File: config.mk
export PLATFORM = sky130hd
export DESIGN_NAME = fsam_top
export DESIGN_NICKNAME = d
export VERILOG_FILES = /design/src/verilog/fsam_pkg.sv /design/src/verilog/fsam_ctl_if.sv /design/src/verilog/fsam_status_bits.sv /design/src/verilog/fsam_addr_map.sv /design/src/verilog/fsam_top.sv
export VERILOG_INCLUDE_DIRS = /design/src /design/src/verilog
export SDC_FILE = /design/constraint.sdc
export NUM_CORES = 1
export LEC_CHECK = 0
export BUFFER_PORTS_ARGS = -buffer_cell sky130_fd_sc_hd__buf_2
export CAP_MARGIN = 20
export CORE_MARGIN = 4
export CORE_UTILIZATION = 42
export DETAILED_ROUTE_END_ITERATION = 12
export MAX_ROUTING_LAYER = met4
export PLACE_DENSITY = 0.75
export SLEW_MARGIN = 20
export SYNTH_ARGS = -nofsm -noshare
export SYNTH_HDL_FRONTEND = slang
export SYNTH_SLANG_ARGS = --single-unit
File: constraint.sdc
create_clock -name core_clk -period 1.7 [get_ports core_clk]
set_input_delay 0 -clock core_clk [delete_from_list [all_inputs] [get_ports core_clk]]
set_output_delay 0 -clock core_clk [all_outputs]
set_load 0.02 [all_outputs]
File: src/verilog/fsam_cfg.svh
// Constants for the flash status byte and array map block
`ifndef FSAM_CFG_SVH
`define FSAM_CFG_SVH
// Status byte bit positions
`define FSAM_BIT_BUSY      0
`define FSAM_BIT_WARM      1
`define FSAM_BIT_PROT_LO   2
`define FSAM_BIT_PROT_HI   5
`define FSAM_BIT_QUAD      6
`define FSAM_BIT_LOCK      7
`define FSAM_STATUS_RESET  8'h00
`define FSAM_NV_RESET      6'h00
// Opcodes that need the write-arm latch
`define FSAM_OP_PAGE_PROG  8'h02
`define FSAM_OP_QPROG_A    8'h32
`define FSAM_OP_QPROG_B    8'h38
`define FSAM_OP_SECT_A     8'hD7
`define FSAM_OP_SECT_B     8'h20
`define FSAM_OP_BLK32      8'h52
`define FSAM_OP_BLK64      8'hD8
`define FSAM_OP_CHIP_A     8'hC7
`define FSAM_OP_CHIP_B     8'h60
`define FSAM_OP_STAT_WR    8'h01
`define FSAM_OP_FUNC_WR    8'h42
`define FSAM_OP_INFO_PROG  8'h62
// Opcodes that steer the latch and read the status byte
`define FSAM_OP_ARM        8'h06
`define FSAM_OP_DISARM     8'h04
`define FSAM_OP_STAT_RD    8'h05
// Address fields
`define FSAM_SECT_LSB      12
`define FSAM_BLK32_LSB     15
`define FSAM_BLK64_LSB     16
`endif

File: src/verilog/fsam_pkg.sv
// Types shared by the flash status byte and array map block
package fsam_pkg;
  typedef enum logic [1:0] {
    FSAM_ST_IDLE   = 2'b00,
    FSAM_ST_BUSY   = 2'b01,
    FSAM_ST_FINISH = 2'b11
  } fsam_state_e;

  typedef enum logic [2:0] {
    FSAM_K_NONE    = 3'h0,
    FSAM_K_PROG    = 3'h1,
    FSAM_K_SECTOR  = 3'h2,
    FSAM_K_BLK32   = 3'h3,
    FSAM_K_BLK64   = 3'h4,
    FSAM_K_CHIP    = 3'h5,
    FSAM_K_STATUS  = 3'h6,
    FSAM_K_REGPROG = 3'h7
  } fsam_kind_e;
endpackage

File: src/verilog/fsam_ctl_if.sv
// Control carrier between the command sequencer and the status bits
`timescale 1ns/100ps
`default_nettype none
interface fsam_ctl_if;
  logic       arm;
  logic       disarm;
  logic       nv_write;
  logic [5:0] nv_data;
  logic       cyc_start;
  logic       cyc_end;
  logic [7:0] status;

  modport ctrl (output arm, output disarm, output nv_write, output nv_data,
                output cyc_start, output cyc_end, input status);
  modport regs (input arm, input disarm, input nv_write, input nv_data,
                input cyc_start, input cyc_end, output status);
endinterface
`default_nettype wire

File: src/verilog/fsam_status_bits.sv
// Status byte storage: busy flag, write-arm latch and retained bits
`include "fsam_cfg.svh"
`timescale 1ns/100ps
`default_nettype none
module fsam_status_bits
  import fsam_pkg::*;
(
  // Clock and reset
  input  wire logic core_clk,
  input  wire logic nrst,
  // Control carrier
  fsam_ctl_if.regs  ctl
);
  logic       busy_flag;
  logic       write_arm_latch;
  logic [5:0] nv_bits;

  // Busy runs from cycle start to cycle end
  always_ff @(posedge core_clk)
  begin
    if (!nrst)
      busy_flag <= 1'b0;
    else if (ctl.cyc_start)
      busy_flag <= 1'b1;
    else if (ctl.cyc_end)
      busy_flag <= 1'b0;
  end

  // Latch moves only on arm, disarm or cycle end; status write never touches it
  always_ff @(posedge core_clk)
  begin
    if (!nrst)
      write_arm_latch <= 1'b0;
    else if (ctl.arm)
      write_arm_latch <= 1'b1;
    else if (ctl.disarm || ctl.cyc_end)
      write_arm_latch <= 1'b0;
  end

  // Retained bits; there is no real cell here, so reset stands in for factory state
  always_ff @(posedge core_clk)
  begin
    if (!nrst)
      nv_bits <= `FSAM_NV_RESET;
    else if (ctl.nv_write)
      nv_bits <= ctl.nv_data;
  end

  // Byte layout: lock, quad, four protect bits, latch, busy
  assign ctl.status = {nv_bits, write_arm_latch, busy_flag};
endmodule
`default_nettype wire

File: src/verilog/fsam_addr_map.sv
// Sector and block index decode of a byte address
`include "fsam_cfg.svh"
`timescale 1ns/100ps
`default_nettype none
module fsam_addr_map
  import fsam_pkg::*;
(
  // Clock and reset
  input  wire logic        core_clk,
  input  wire logic        nrst,
  // Address capture
  input  wire logic        load,
  input  wire logic [23:0] addr,
  // Indices
  output logic      [11:0] sector_index,
  output logic      [8:0]  block32_index,
  output logic      [7:0]  block64_index
);
  // One shift serves every granularity
  function automatic logic [11:0] field_of(input logic [23:0] a, input int lsb);
    logic [23:0] s;
    s = a >> lsb;
    return s[11:0];
  endfunction

  // Full-width fields; a call result cannot be part-selected, so narrow them here
  logic [11:0] blk32_field;
  logic [11:0] blk64_field;

  assign blk32_field = field_of(addr, `FSAM_BLK32_LSB);
  assign blk64_field = field_of(addr, `FSAM_BLK64_LSB);

  // Indices held for the whole internal cycle
  always_ff @(posedge core_clk)
  begin
    if (!nrst)
    begin
      sector_index  <= 12'h000;
      block32_index <= 9'h000;
      block64_index <= 8'h00;
    end
    else if (load)
    begin
      sector_index  <= field_of(addr, `FSAM_SECT_LSB);
      block32_index <= blk32_field[8:0];
      block64_index <= blk64_field[7:0];
    end
  end
endmodule
`default_nettype wire

File: src/verilog/fsam_top.sv
// Command gate, write-arm sequencing and pin roles of the flash status byte
`include "fsam_cfg.svh"
`timescale 1ns/100ps
`default_nettype none
module fsam_top
  import fsam_pkg::*;
(
  // Clock and reset
  input  wire logic        core_clk,
  input  wire logic        nrst,
  // Decoded command from the serial front end
  input  wire logic        cmd_valid,
  input  wire logic [7:0]  cmd_opcode,
  input  wire logic [23:0] cmd_addr,
  input  wire logic [7:0]  cmd_wdata,
  // Variant strap: 1 for the larger arrays with 64 KB blocks
  input  wire logic        large_array,
  // Protect and hold pin levels
  input  wire logic        wp_n_in,
  input  wire logic        hold_n_in,
  // Array engine handshake
  input  wire logic        op_done,
  output logic             op_start,
  output fsam_kind_e       op_kind,
  // Address map
  output logic [11:0]      sector_index,
  output logic [8:0]       block32_index,
  output logic [7:0]       block64_index,
  // Status byte and read answer
  output logic [7:0]       status_byte,
  output logic             rd_valid,
  output logic [7:0]       rd_data,
  // Pin roles and refusals
  output logic             quad_active,
  output logic             hold_active_n,
  output logic             cmd_ignored
);
  fsam_ctl_if ctl ();

  fsam_state_e state;
  fsam_state_e next_state;
  fsam_kind_e  kind_q;
  logic [5:0]  nv_pending;
  logic        addr_load;

  // Live views of the stored byte
  logic       busy_now;
  logic       arm_now;
  logic [3:0] prot_now;
  logic       quad_now;
  logic       lock_now;

  assign busy_now = ctl.status[`FSAM_BIT_BUSY];
  assign arm_now  = ctl.status[`FSAM_BIT_WARM];
  assign prot_now = ctl.status[`FSAM_BIT_PROT_HI:`FSAM_BIT_PROT_LO];
  assign quad_now = ctl.status[`FSAM_BIT_QUAD];
  assign lock_now = ctl.status[`FSAM_BIT_LOCK];

  fsam_status_bits u_bits (
    .core_clk (core_clk),
    .nrst     (nrst),
    .ctl      (ctl)
  );

  fsam_addr_map u_map (
    .core_clk      (core_clk),
    .nrst          (nrst),
    .load          (addr_load),
    .addr          (cmd_addr),
    .sector_index  (sector_index),
    .block32_index (block32_index),
    .block64_index (block64_index)
  );

  // Opcodes that need the latch and start an internal cycle
  function automatic fsam_kind_e kind_of(input logic [7:0] op, input logic big);
    fsam_kind_e k;
    k = FSAM_K_NONE;
    case (op)
      `FSAM_OP_PAGE_PROG,
      `FSAM_OP_QPROG_A,
      `FSAM_OP_QPROG_B:   k = FSAM_K_PROG;
      `FSAM_OP_SECT_A,
      `FSAM_OP_SECT_B:    k = FSAM_K_SECTOR;
      `FSAM_OP_BLK32:     k = FSAM_K_BLK32;
      `FSAM_OP_BLK64:     k = big ? FSAM_K_BLK64 : FSAM_K_BLK32;
      `FSAM_OP_CHIP_A,
      `FSAM_OP_CHIP_B:    k = FSAM_K_CHIP;
      `FSAM_OP_STAT_WR:   k = FSAM_K_STATUS;
      `FSAM_OP_FUNC_WR,
      `FSAM_OP_INFO_PROG: k = FSAM_K_REGPROG;
      default:            k = FSAM_K_NONE;
    endcase
    return k;
  endfunction

  // Classification of the command in hand
  fsam_kind_e in_kind;
  logic       is_write_cmd;
  logic       is_arm;
  logic       is_disarm;
  logic       is_read;
  logic       lock_hw;
  logic       write_ok;

  assign in_kind      = kind_of(cmd_opcode, large_array);
  assign is_write_cmd = (in_kind != FSAM_K_NONE);
  assign is_arm       = cmd_valid && (cmd_opcode == `FSAM_OP_ARM);
  assign is_disarm    = cmd_valid && (cmd_opcode == `FSAM_OP_DISARM);
  assign is_read      = cmd_valid && (cmd_opcode == `FSAM_OP_STAT_RD);

  // With quad on the protect pin is a data line, so hardware locking is lost
  assign lock_hw = lock_now && !wp_n_in && !quad_now;

  // Acceptance: idle, not busy, latch armed, and no protection veto
  always_comb
  begin
    write_ok = cmd_valid && is_write_cmd && (state == FSAM_ST_IDLE)
               && !busy_now
               && arm_now;
    if (in_kind == FSAM_K_STATUS && lock_hw)
      write_ok = 1'b0;
    if (in_kind == FSAM_K_CHIP && prot_now != 4'h0)
      write_ok = 1'b0;
  end

  // Cycle sequencer: idle, busy until the engine reports done, one finish cycle
  always_comb
  begin
    next_state = state;
    case (state)
      FSAM_ST_IDLE:   if (write_ok) next_state = FSAM_ST_BUSY;
      FSAM_ST_BUSY:   if (op_done)  next_state = FSAM_ST_FINISH;
      FSAM_ST_FINISH: next_state = FSAM_ST_IDLE;
      default:        next_state = FSAM_ST_IDLE;
    endcase
  end

  always_ff @(posedge core_clk)
  begin
    if (!nrst)
      state <= FSAM_ST_IDLE;
    else
      state <= next_state;
  end

  // Kind and pending retained bits held for the length of the cycle
  always_ff @(posedge core_clk)
  begin
    if (!nrst)
    begin
      kind_q     <= FSAM_K_NONE;
      nv_pending <= `FSAM_NV_RESET;
    end
    else if (write_ok)
    begin
      kind_q     <= in_kind;
      nv_pending <= cmd_wdata[`FSAM_BIT_LOCK:`FSAM_BIT_PROT_LO];
    end
  end

  // Strobes into the status bits; arm while busy is dropped, as writes are
  always_comb
  begin
    ctl.arm       = is_arm && !busy_now && (state == FSAM_ST_IDLE);
    ctl.disarm    = is_disarm && (state == FSAM_ST_IDLE);
    ctl.cyc_start = write_ok;
    ctl.cyc_end   = (state == FSAM_ST_FINISH);
    ctl.nv_write  = (state == FSAM_ST_FINISH) && (kind_q == FSAM_K_STATUS);
    ctl.nv_data   = nv_pending;
  end

  assign addr_load = write_ok;

  // Engine start pulse with its kind; status writes run through the engine too
  always_ff @(posedge core_clk)
  begin
    if (!nrst)
    begin
      op_start <= 1'b0;
      op_kind  <= FSAM_K_NONE;
    end
    else
    begin
      op_start <= write_ok;
      if (write_ok)
        op_kind <= in_kind;
    end
  end

  // Status read answers even while busy so the host can poll completion
  always_ff @(posedge core_clk)
  begin
    if (!nrst)
    begin
      rd_valid <= 1'b0;
      rd_data  <= `FSAM_STATUS_RESET;
    end
    else
    begin
      rd_valid <= is_read;
      if (is_read)
        rd_data <= ctl.status;
    end
  end

  // Registered copy of the byte; lags the stored bits by one cycle
  always_ff @(posedge core_clk)
  begin
    if (!nrst)
      status_byte <= `FSAM_STATUS_RESET;
    else
      status_byte <= ctl.status;
  end

  // Pin roles follow the quad enable bit
  always_ff @(posedge core_clk)
  begin
    if (!nrst)
    begin
      quad_active   <= 1'b0;
      hold_active_n <= 1'b1;
    end
    else
    begin
      quad_active   <= quad_now;
      hold_active_n <= quad_now ? 1'b1 : hold_n_in;
    end
  end

  // Refusal pulse for any write-class command that was not taken
  always_ff @(posedge core_clk)
  begin
    if (!nrst)
      cmd_ignored <= 1'b0;
    else
      cmd_ignored <= (cmd_valid && is_write_cmd && !write_ok)
                     || (is_arm && !ctl.arm) || (is_disarm && !ctl.disarm);
  end
endmodule
`default_nettype wire

# After elaboration in Yosys (flattened, before gate mapping)
# Cells that the tools add are included.
[word_totals]
reg_bits = 69
latchBits = 0
mem_bits_rw = 0
rom_bits = 0
input_bits = 47
output_inout_bits = 53
wordCells = 88
memories = 0
[classes]
add_sub_neg = 0
mul = 0
div = 0
n_lt_le_gt_ge = 0
eq_ne = 22
n_shift = 0
n_mux = 11
bitwise_logic = 1
n_reduce_logical = 38
[ops]
columns = ["cell", "n"]
rows = [
  ["== test 8 x 7 -> 1 bit (second input constant)", 4],
  ["== test 8 x 3 -> 1 bit (second input constant)", 3],
  ["== test 8 x 6 -> 1 bit (second input constant)", 3],
  ["== test 8 bit (second input constant)", 3],
  ["case mux 3 bit (7 select lines)", 1],
  ["logical AND 1 bit", 18],
  ["== test 3 bit (second input constant)", 3],
  ["== test 8 x 1 -> 1 bit (second input constant)", 1],
  ["== test 8 x 2 -> 1 bit (second input constant)", 1],
  ["OR reduction 2 bit", 4],
  ["zero test 1 bit", 6],
  ["2-to-1 mux 1 bit", 6],
  ["2-to-1 mux 2 bit", 2],
  ["!= test 2 bit (second input constant)", 2],
  ["case mux 2 bit (2 select lines)", 1],
  ["nonzero test 2 bit", 2],
  ["nonzero test 4 bit", 1],
  ["logical OR 1 bit", 3],
  ["2-to-1 mux 3 bit", 1],
  ["nonzero test 3 bit", 1],
  ["OR reduction 3 bit", 1],
  ["== test 2 x 1 -> 1 bit (second input constant)", 1],
  ["== test 2 bit (second input constant)", 1],
  ["zero test 2 bit", 1],
  ["other kinds (2)", 2],
]

# Depth between registers and ports, before layout
# Gate-level depths: netlist (run 1).
[depth]
depth_word = 14
depth_mapped = 9
mapped_depth_nobuf = 6

# Modules after synthesis
# From an unflattened synthesis (run 1), not the netlist that was laid out.
[unflattened]
cells_unflattened = 242
area_unflattened_um2 = 2403.6
[modules_own_cells]
columns = ["mod", "instances", "cells_per_inst", "area_per_inst_um2", "seq_area_each_um2"]
rows = [
  ["fsam_top", 1, 160, 1512.7, 620.6],
  ["fsam_addr_map", 1, 55, 578.1, 240.2],
  ["fsam_status_bits", 1, 27, 312.8, 160.2],
]

# Least setup slack after synthesis (run 1)
# No wires, ideal clock.
[synth_timing]
path_type = "input -> register"
from = "in cmd_opcode[1]"
to = "reg nv_pending[0] (netlist: ctl.nv_data[0])"
setup_time_ns = 0.072
arrival_time_ns = 1.821
required_ns = 1.628
path_slack_ns = -0.192
stages = 9
path_buffers = 3
path_cell_list = "buf_6 -> or4b_4 -> nor2_2 -> nor2_1 -> a311o_1 -> a21oi_2 -> buf_6 -> buf_12 -> mux2i_1"
[synth_between]
elab_chain_cells = 10
word_cells_on_any_way = 28
classes_between = "14 x eq/ne; 3 x mux; 11 x reduce/logical"
[synth_rtl]
columns = ["item", "line", "rtl"]
rows = [
  ["start, declared", "fsam_top.sv:13", "input wire logic [7:0] cmd_opcode,"],
  ["== test 8 x 2 -> 1 bit (tied with other cells)", "fsam_top.sv:79", "case (op)"],
  ["OR reduction 3 bit / OR reduction 2 bit (equally long branches)", "fsam_top.sv:79", ""],
  ["case mux 3 bit (7 select lines) *", "fsam_top.sv:79", ""],
  ["nonzero test 3 bit", "fsam_top.sv:107", "assign is_write_cmd = (in_kind != FSAM_K_NONE);"],
  ["logical AND 1 bit (2 in series)", "fsam_top.sv:118", "write_ok = cmd_valid && is_write_cmd && (state == FSAM_ST_IDLE)"],
  ["logical AND 1 bit", "fsam_top.sv:119", "&& !busy_now"],
  ["logical AND 1 bit", "fsam_top.sv:120", "&& arm_now;"],
  ["2-to-1 mux 1 bit", "fsam_top.sv:121", "if (in_kind == FSAM_K_STATUS && lock_hw)"],
  ["2-to-1 mux 1 bit *", "fsam_top.sv:123", "if (in_kind == FSAM_K_CHIP && prot_now != 4'h0)"],
  ["end signal, assigned", "fsam_top.sv:153", "nv_pending <= `FSAM_NV_RESET;"],
  ["end signal, assigned", "fsam_top.sv:158", "nv_pending <= cmd_wdata[`FSAM_BIT_LOCK:`FSAM_BIT_PROT_LO];"],
  ["end, declared", "fsam_top.sv:43", "logic [5:0] nv_pending;"],
]
# Mark *: on every way between the ends. The rest lies on a longest branch, timed or not.
# A chain may end at the register's enable or synchronous reset.

# Final worst setup path (run 1)
[layout_timing]
from = "in cmd_opcode[2]"
to = "reg nv_pending[2] (netlist: ctl.nv_data[2])"
# Same word-level chain as after synthesis.

==> impl_metrics.env, run 1 <==
export IMPL_cts_tree="yes"
export IMPL_cts_made_buffers=5
export IMPL_fmax_ghz=0.585
export IMPL_synth_edf_count=0
export IMPL_dpl_instance_area_mm2=0.00289
export IMPL_final_nets=419
export IMPL_routed_wl_mm=6.16
export IMPL_synth_common_cells="dfxtp_1 (51), nand2_1 (40), mux2i_1 (32), nor2_1 (22), buf_4 (18)"
export IMPL_max_slew_margin_rel=0.762
export IMPL_fin_skew_ps=3.90
export IMPL_rows=26
export IMPL_syn_inst=241
export IMPL_cts_max_level=2
export IMPL_yosysWarnings=0
export IMPL_period_share=1.01
export IMPL_clock_sinks=51
export IMPL_drc=0
export IMPL_grt_overflow_total=0
export IMPL_crit_fanout=8
export IMPL_syn_nets=288
export IMPL_io_pins=100
export IMPL_cpPeakStageDelay_ps=580
export IMPL_area_delta_synth_final_pct=49.4
export IMPL_rsz0062_at_grt="yes"
export IMPL_peakVddDrop_uv=582
export IMPL_antenna_cells=0
export IMPL_synth_area_mm2=0.00228
export IMPL_worstSetupStartpointType="input pin"
export IMPL_r2r_cells=7
export IMPL_grt_pass1_wl_mm=9.70
export IMPL_worst_ep_required_time_ps=1940
export IMPL_dieHeight_um=81.7
export IMPL_ys_async_sr_fraction=0
export IMPL_wl_per_cell_um=13.9
export IMPL_hold_viol_final=0
export IMPL_finalSetupViolations=2
export IMPL_failed_checks="setup timing"
export IMPL_clk_pin_slew_worst_paths_ps=100
export IMPL_syn_area_per_cell_um2=9.47
export IMPL_clock_path_buffers=2
export IMPL_power_density_mw_per_mm2=619
export IMPL_clk_latency_ps=300
export IMPL_dr_pass1_iters=4
export IMPL_antenna_found_initial=0
export IMPL_hpwlAfterDp_mm=4.17
export IMPL_clockRootBuffer="clkbuf_8"
export IMPL_grt_max_degree=35
export IMPL_cp_slowest_cell="or4b_4"
export IMPL_ys_ff_latch=51
export IMPL_ys_flop_type="dfxtp_1"
export IMPL_final_cell_area_mm2=0.00341
export IMPL_synth_most_common_cell="dfxtp_1"
export IMPL_grt_use_total=0.190
export IMPL_place_gp_congestion=0.935
export IMPL_die_x_um=81.7
export IMPL_drv_slew=0
export IMPL_grt_pass1_vias=2087
export IMPL_via_count=2186
export IMPL_fin_ws_ps=-10.5
export IMPL_hold_depth=3
export IMPL_portBuffers=85
export IMPL_timing_final_crit_period_ps=1710
export IMPL_die_area_mm2=0.00668
export IMPL_worstPathCellList="buf_6 > or4b_4 > nor3b_4 > nor2_2 > a311o_1 > a21oi_4 > buf_8 > mux2i_1"
export IMPL_drtIter0Drc=60
export IMPL_yosysSeqAreaShare=0.447
export IMPL_core_mm2=0.00517
export IMPL_cellLeakagePower_nw=1.56
export IMPL_tns_ps=-17.1
export IMPL_synth_cell_types=47
export IMPL_ant_nets=0
export IMPL_tightest_slew_ps=355
export IMPL_cp_end_kind="flop"
export IMPL_synth_area_leaders="dfxtp_1 (45%), mux2i_1 (14%), nand2_1 (6.6%)"
export IMPL_via_per_inst=4.93
export IMPL_timing_hold_worst_class="in2reg"
export IMPL_yosys_area_top_type="dfxtp_1"
export IMPL_max_cap_violations=0
export IMPL_start_util=0.441
export IMPL_worstPathArrival_ps=1950
export IMPL_status="complete, but fails checks"
export IMPL_critPathKind="in2reg"
export IMPL_synth_top_area_frac=0.447
export IMPL_drive_gt1_frac=0.453
## path summary, 6_finish.rpt
kind                         startpoint               endpoint  slack (ps)
hold / removal                cmd_valid               rd_valid          80
setup / recovery          cmd_opcode[2]         ctl.nv_data[2]         -10
setup reg to reg      u_bits.nv_bits[3]         ctl.nv_data[2]          30
hold reg to reg   u_map.sector_index[2]  u_map.sector_index[2]         470
## critical path, delay by kind of cell
| kind | cells | cell delay, ps |
|---|---|---|
| multiplexers | 1 | 200 |
| AND/OR/NAND/NOR | 3 | 900 |
| buffers and inverters | 2 | 280 |
| AO/OA/AOI/OAI | 2 | 560 |
## registers in the layout, summed over array words and instances, names as in the netlist
signal and cells:
hold_active_n 1, u_bits.nv_bits 6, op_kind 3, op_start 1, status_byte 8, u_map.sector_index 3
u_bits.write_arm_latch 1, rd_valid 1, rd_data 8, u_map.block64_index 8, ctl.nv_data 6, u_bits.busy_flag 1
state 2, cmd_ignored 1, u_map.block32_index 1
## layout make-up
class	count	area (um2)
flip-flops and latches	51	1030
repair buffers	152	1010
fillers	423	1760
multi-input cells	156	1170
clock buffers	5	68.8
well taps	70	87.6
inverters	6	22.5
clock inverters	3	23.8
## cell usage in the layout (no fill, tap or decap), types with 3 or more instances in the layout
cell,netlist,routed
nand2_1,40,40
nor2_2,1,3
inv_1,4,4
buf_2,0,83
nor2_1,22,20
clkbuf_8,0,5
mux2i_1,32,32
nand4b_1,3,3
buf_6,2,4
dlygate4sd3_1,0,20
dfxtp_2,0,5
dfxtp_1,51,45
buf_4,18,44
or4b_4,3,3
and2_1,8,8
nor3_1,4,4
## per-stage QoR
| stage | utilization | power (mW) | hold slack [ps] | setup WS [ps] | cells |
|---|---|---|---|---|---|
| 6_report | 0.659 | 2.11 | 75.4 | -10.5 | 443 |
| 5_1_grt | 0.659 | 2.21 | 79.6 | -109 | 443 |
| 4_1_cts | 0.625 | 2.11 | 17.7 | -24.1 | 438 |
| 3_5_place_dp | 0.558 | 1.37 | 211 | -343 | 406 |
| 3_3_place_gp | 0.558 | 1.36 | 230 | -271 | 406 |
| 2_1_floorplan | - | 1.29 | 98.8 | -154 | 241 |
## cells by family after synthesis
| family | Yosys count | synth area share |
|---|---|---|
| compound gates | 23 | 0.0849 |
| simple gates | 100 | 0.225 |
| xor+xnor | 1 | 0.00384 |
| mux | 32 | 0.140 |
| flops | 51 | 0.447 |
| buf+inv | 34 | 0.0992 |
## where the power goes
part / switching, mW / internal (mW)
Combinational: 0.0905 / 0.105
Sequential: 0.000330 / 1.19
Clock: 0.428 / 0.295
Total: 0.519 / 1.59
## timing repair
action / in CTS / in global routing
setup endpoints to repair: 20 / 25
cloned: 1 / 0
setup buffers: 3 / 6
endpoints found under the hold margin: 20 / 0
pin swaps: 4 / 9
gates resized for setup: 7 / 30
hold buffers: 20 / 0
## layer usage
| layer | track usage | up-vias | part of all wire |
|---|---|---|---|
| met5 | - | - | 0 |
| met4 | 0.0332 | 0 | 0.012 |
| li1 | - | 1081 | - |
| met1 | 0.227 | 1028 | 0.42 |
| met2 | 0.334 | 69 | 0.51 |
| met3 | 0.0373 | 8 | 0.058 |
No activity file was read; power rests on OpenSTA's default activity.
==> run 2, diff against run 1 <==
CORE_MARGIN = 5   (was 4)
SKIP_CTS_REPAIR_TIMING = 1   (was unset)
==> run 2 against run 1 <==
  * The run still ends with setup timing left
  * Register-to-register slack worse by 80 ps
  * Combinational power hardly changed
  * Clock-buffer cell count stayed put
  * Critical endpoint is now u_map.block64_index[1]
  * Largest cell class unchanged
==> impl_metrics.env, run 2 (synthesis results as in run 1) <==
export IMPL_timing_final_crit_period_ps=1770
export IMPL_rsz0062_at_grt="yes"
export IMPL_dieHeight_um=83.7
export IMPL_routed_wl_mm=6.22
export IMPL_grt_pass1_vias=1993
export IMPL_portBuffers=85
export IMPL_cp_buffers_inverters=2
export IMPL_worstPathArrival_ps=2000
export IMPL_cts_tree="yes"
export IMPL_tns_ps=-758
export IMPL_drc=0
export IMPL_max_cap_violations=0
export IMPL_cpPeakStageDelay_ps=570
export IMPL_clock_sinks=51
export IMPL_clockRootBuffer="clkbuf_8"
export IMPL_place_gp_congestion=0.887
export IMPL_final_nets=414
export IMPL_critPathKind="in2reg"
export IMPL_crit_family="simple AND/OR/NAND/NOR gates"
export IMPL_grt_overflow_total=0
export IMPL_timing_hold_worst_class="in2reg"
export IMPL_clk_pin_slew_worst_paths_ps=90
export IMPL_worstSetupStartpointType="input pin"
export IMPL_failed_checks="setup timing"
export IMPL_period_share=1.04
export IMPL_rows=26
export IMPL_cellLeakagePower_nw=1.54
export IMPL_max_slew_margin_rel=0.686
export IMPL_power_density_mw_per_mm2=707
export IMPL_antenna_found_initial=0
export IMPL_dr_pass1_iters=4
export IMPL_final_common_cell="buf_2"
export IMPL_antenna_cells=0
export IMPL_peakVddDrop_uv=657
export IMPL_clk_latency_ps=300
export IMPL_grt_pass1_wl_mm=9.15
export IMPL_final_cell_mix="buf_2 (83), dfxtp_1 (49), nand2_1 (40)"
export IMPL_hold_viol_final=0
export IMPL_hpwlAfterDp_mm=4.22
export IMPL_clock_path_buffers=2
export IMPL_die_x_um=83.7
export IMPL_power_mw=2.39
export IMPL_area_delta_synth_final_pct=47.7
export IMPL_ant_nets=0
export IMPL_fmax_ghz=0.564
export IMPL_reg_top3="rd_data: 8 flops, status_byte: 8 flops, u_map.block64_index: 8 flops"
export IMPL_via_per_inst=4.85
export IMPL_fin_ws_ps=-72.5
export IMPL_cp_end_kind="flop"
export IMPL_fillCellCount=450
export IMPL_place_ws_ps=-311
export IMPL_finalSetupViolations=18
export IMPL_utilization=0.648
export IMPL_cp_slowest_cell="or4b_4"
export IMPL_crit_fanout=7
export IMPL_core_mm2=0.00520
export IMPL_die_area_mm2=0.00701
export IMPL_cts_max_level=2
export IMPL_grt_max_degree=52
export IMPL_stdcell_count=438
export IMPL_tightest_slew_ps=471
export IMPL_worst_ep_required_time_ps=1930
export IMPL_io_pins=100
export IMPL_status="complete, but fails checks"
export IMPL_dp_cells=407
export IMPL_via_count=2123
export IMPL_fin_skew_ps=11.3
export IMPL_worstPathCellList="buf_8 > or4b_4 > nor3b_4 > nor2_2 > a311o_1 > a21oi_4 > clkbuf_16 > mux2i_1"
export IMPL_drive_gt1_frac=0.421
export IMPL_start_util=0.439
export IMPL_drtIter0Drc=73
export IMPL_grt_use_total=0.159
export IMPL_drv_slew=0
export IMPL_wl_per_cell_um=14.2
export IMPL_cts_made_buffers=5
[run 2: cell count changes in the layout (fill, tap and decap cells not counted), sizes merged]
cell | before | now
buf | 132 | 126
bufinv | 0 | 2
clkbuf | 5 | 6
clkinvlp | 2 | 1
inv | 6 | 5
[run 2: layer usage]
metal	part of all wire	wire length, um	vias to the layer above	global-route usage
met4	0.013	82	0	0.0278
li1	-	-	1070	-
met1	0.43	2670	992	0.197
met2	0.51	3180	55	0.266
met3	0.046	285	6	0.0395
met5	0	0	-	-
[run 2: cell type report]
class | instances | area, um2 | share of cell area
multi-input combinational | 156 | 1110 | 0.330
sequential | 51 | 1020 | 0.303
timing repair buffer | 147 | 991 | 0.294
tap | 70 | 87.6 | 0.0260
clock buffer | 5 | 68.8 | 0.0204
clock inverter | 3 | 67.6 | 0.0200
inverter | 6 | 22.5 | 0.00668
[run 2: tightest hold or removal path, stage by stage]
cell and delay [ps]:
buf_2 100, inv_1 110, o41ai_2 90
[run 2: power breakdown]
part,internal [mW],total [mW],leakage [nW],switching [mW]
clock network,0.587,0.997,0.0644,0.410
logic,0.104,0.194,1.06,0.0892
registers,1.20,1.20,0.412,0.000345
[run 2: worst paths after layout]
check	startpoint	endpoint	slack (ps)	cells past startpoint
worst max-delay path	cmd_opcode[2]	u_map.block64_index[1]	-70	8
worst min-delay path	cmd_valid	cmd_ignored	50	3
worst max register to register	u_bits.nv_bits[0]	u_map.block64_index[1]	-50	7
worst min register to register	u_map.sector_index[1]	u_map.sector_index[1]	460	2
[run 2: per-stage QoR]
stage	hold slack, ps	cell area (um2)
floorplan	98.8	2300
CTS	-92.9	3040
global route	46.4	3370
global placement	224	2910
finish	46.9	3370
detailed placement	228	2910
==> run 3, diff against run 2 <==
CORE_MARGIN = unset   (was 5)
CORE_UTILIZATION = 43   (was 42)
PLACE_DENSITY = 0.76   (was 0.75)
SETUP_SLACK_MARGIN = 0.2   (was unset)
SYNTH_HIERARCHICAL = 1   (was unset)
==> run 3 against run 2 <==
  * The flow finishes with violations (hold timing, setup timing)
  * Synthesized cell count rose by 0.41%
  * Hold slack got worse by 52 ps
  * Via count rose by 2.4%
  * Synthesized area rose by 5.3%
  * Largest cell class unchanged
  * First-iteration DRC count rose by 6.8%
  * Critical endpoint is now ctl.nv_data[0]
  * Cell area rose by 6.3%
  * Routed wire length rose by 1.4%
  * Combinational power rose by 17%
==> impl_metrics.env, run 3 <==
export IMPL_syn_area_per_cell_um2=9.93
export IMPL_dpl_instance_area_mm2=0.00297
export IMPL_drtIter0Drc=78
export IMPL_die_area_mm2=0.00589
export IMPL_peakVddDrop_uv=324
export IMPL_antenna_found_initial=0
export IMPL_routed_wl_mm=6.30
export IMPL_use_met1=0.221
export IMPL_syn_nets=289
export IMPL_tightest_slew_ps=384
export IMPL_grt_pass1_wl_mm=8.19
export IMPL_timing_final_crit_period_ps=1870
export IMPL_stdcell_count=436
export IMPL_io_pins=100
export IMPL_grt_pass1_vias=1794
export IMPL_crit_fanout=7
export IMPL_power_density_mw_per_mm2=639
export IMPL_cts_tree="yes"
export IMPL_holdWs_ps=-5.46
export IMPL_cts_max_level=2
export IMPL_rsz0062_at_grt="yes"
export IMPL_worst_ep_required_time_ps=1920
export IMPL_clock_path_buffers=2
export IMPL_cp_buffers_inverters=4
export IMPL_final_cell_area_mm2=0.00358
export IMPL_max_slew_margin_rel=0.742
export IMPL_worstPathCellList="buf_6 > nor4_2 > buf_4 > a21o_2 > and3b_4 > or3_4 > nor2_8 > clkbuf_16 > buf_6 > mux2i_1"
export IMPL_start_util=0.459
export IMPL_final_cell_mix="buf_2 (78), dfxtp_1 (51), buf_4 (40)"
export IMPL_failed_checks="hold timing, setup timing"
export IMPL_largest_reg_flops=12
export IMPL_critPathKind="in2reg"
export IMPL_synth_cell_types=46
export IMPL_ant_nets=0
export IMPL_finalSetupViolations=20
export IMPL_ys_flop_type="dfxtp_1"
export IMPL_grt_use_total=0.179
export IMPL_cts_made_buffers=5
export IMPL_fin_ws_ps=-167
export IMPL_core_mm2=0.00524
export IMPL_yosysWarnings=6
export IMPL_status="complete, but fails checks"
export IMPL_synth_top_area_frac=0.425
export IMPL_synth_area_mm2=0.00240
export IMPL_synth_most_common_cell="dfxtp_1"
export IMPL_worstPathArrival_ps=2090
export IMPL_yosysSeqAreaShare=0.425
export IMPL_cp_end_kind="flop"
export IMPL_place_gp_congestion=0.881
export IMPL_grtUsageMet3=0.0250
export IMPL_ys_ff_latch=51
export IMPL_reg_top3="u_map/sector_index: 12 flops, rd_data: 8 flops, status_byte: 8 flops"
export IMPL_cpPeakStageDelay_ps=410
export IMPL_drc=0
export IMPL_yosys_area_top_type="dfxtp_1"
export IMPL_wl_per_cell_um=14.5
export IMPL_clockRootBuffer="clkbuf_8"
export IMPL_hold_viol_final=1
export IMPL_timing_hold_worst_class="in2reg"
export IMPL_clock_sinks=51
export IMPL_clk_latency_ps=310
export IMPL_drive_gt1_frac=0.467
export IMPL_synth_common_cells="dfxtp_1 (51), mux2i_1 (34), nor2b_1 (29), buf_4 (20), nand2_1 (18)"
export IMPL_grt_max_degree=37
export IMPL_clk_pin_slew_worst_paths_ps=100
export IMPL_synth_area_leaders="dfxtp_1 (42%), mux2i_1 (14%), nor2b_1 (7.5%)"
export IMPL_die_x_um=76.8
export IMPL_cellLeakagePower_nw=1.62
export IMPL_via_count=2173
export IMPL_hpwlAfterDp_mm=3.80
export IMPL_crit_top_cell="buf_6"
export IMPL_dieHeight_um=76.8
export IMPL_dp_cells=398
export IMPL_crit_family="simple AND/OR/NAND/NOR gates"
export IMPL_syn_inst=242
export IMPL_final_nets=412
export IMPL_synth_edf_count=0
export IMPL_top_register="u_map/sector_index"
export IMPL_rows=26
export IMPL_area_delta_synth_final_pct=49.1
export IMPL_grt_use_met2=0.296
export IMPL_final_common_cell="buf_2"
export IMPL_via_per_inst=4.98
export IMPL_grt_busiest_layer="met2"
export IMPL_grt_overflow_total=0
export IMPL_portBuffers=85
export IMPL_period_share=1.10
export IMPL_cp_slowest_cell="nor4_2"
export IMPL_ys_async_sr_fraction=0
export IMPL_dr_pass1_iters=4
export IMPL_antenna_cells=0
export IMPL_drv_slew=0
export IMPL_fillCellCount=399
export IMPL_worstSetupStartpointType="input pin"
export IMPL_max_cap_violations=0
export IMPL_fmax_ghz=0.535
export IMPL_fin_skew_ps=10.0
## run 3: cell types whose count changed after synthesis, sizes merged, moves of 3 or more
cell    delta
nor2b     +28
nand2     -22
nor2      -17
buf        +4
o21ai      +4
o22ai      -4
nand2b     +3
nor3       -3
## run 3: final timing paths
kind	endpoint	slack [ps]	cells after the start	start
max	ctl.nv_data[0]	-170	10	cmd_opcode[3]
min	u_map/sector_index[11]	-5	3	cmd_addr[23]
max reg2reg	ctl.nv_data[0]	-110	7	u_bits/nv_bits[0]
min reg2reg	ctl.nv_data[4]	470	2	ctl.nv_data[4]
## run 3: metrics by stage
stage / setup slack [ps] / power, mW / setup TNS, ps / util / hold slack [ps]
3_5_place_dp: -441 / 1.38 / -8730 / 0.568 / 207
6_report: -167 / 2.29 / -1620 / 0.684 / -5.46
5_1_grt: -210 / 2.38 / -2940 / 0.684 / -14.1
3_3_place_gp: -373 / 1.38 / -7840 / 0.568 / 206
2_1_floorplan: -391 / 1.30 / -5660 / - / 110
4_1_cts: -146 / 2.22 / -1300 / 0.590 / -110
## run 3: final cells by class
cell class              count  area (um2)  share of cell area
multi-input cells         156        1310               0.364
repair buffers            149        1050               0.292
flip-flops and latches     51        1020               0.285
well taps                  70        87.6              0.0244
clock buffers               5        68.8              0.0192
clock inverters             3        46.3              0.0129
inverters                   2        7.51             0.00209
## run 3: cell families (layout without fill, tap and decap cells)
family	Yosys count	after routing	share of synthesized area
mux	34	34	0.142
compound gates	20	20	0.0687
buf+inv	35	159	0.0968
simple gates	100	100	0.261
xor+xnor	2	2	0.00729
flops	51	51	0.425
## run 3: tightest hold or removal path: stages
cell     delay, ps
buf_2          110
mux2i_4         60
nor2b_1        100
## run 3: power by group
group	leakage [nW]	internal, mW	switching (mW)
logic	1.15	0.131	0.0958
registers	0.411	1.20	0.000413
clock network	0.0548	0.444	0.425
total	1.62	1.77	0.521
## run 3: layer usage
layer / share of wire / up-vias / wire [um]
li1: - / 1065 / -
met1: 0.41 / 1021 / 2580
met2: 0.52 / 68 / 3270
met3: 0.043 / 19 / 272
met4: 0.028 / 0 / 179
met5: 0 / - / 0
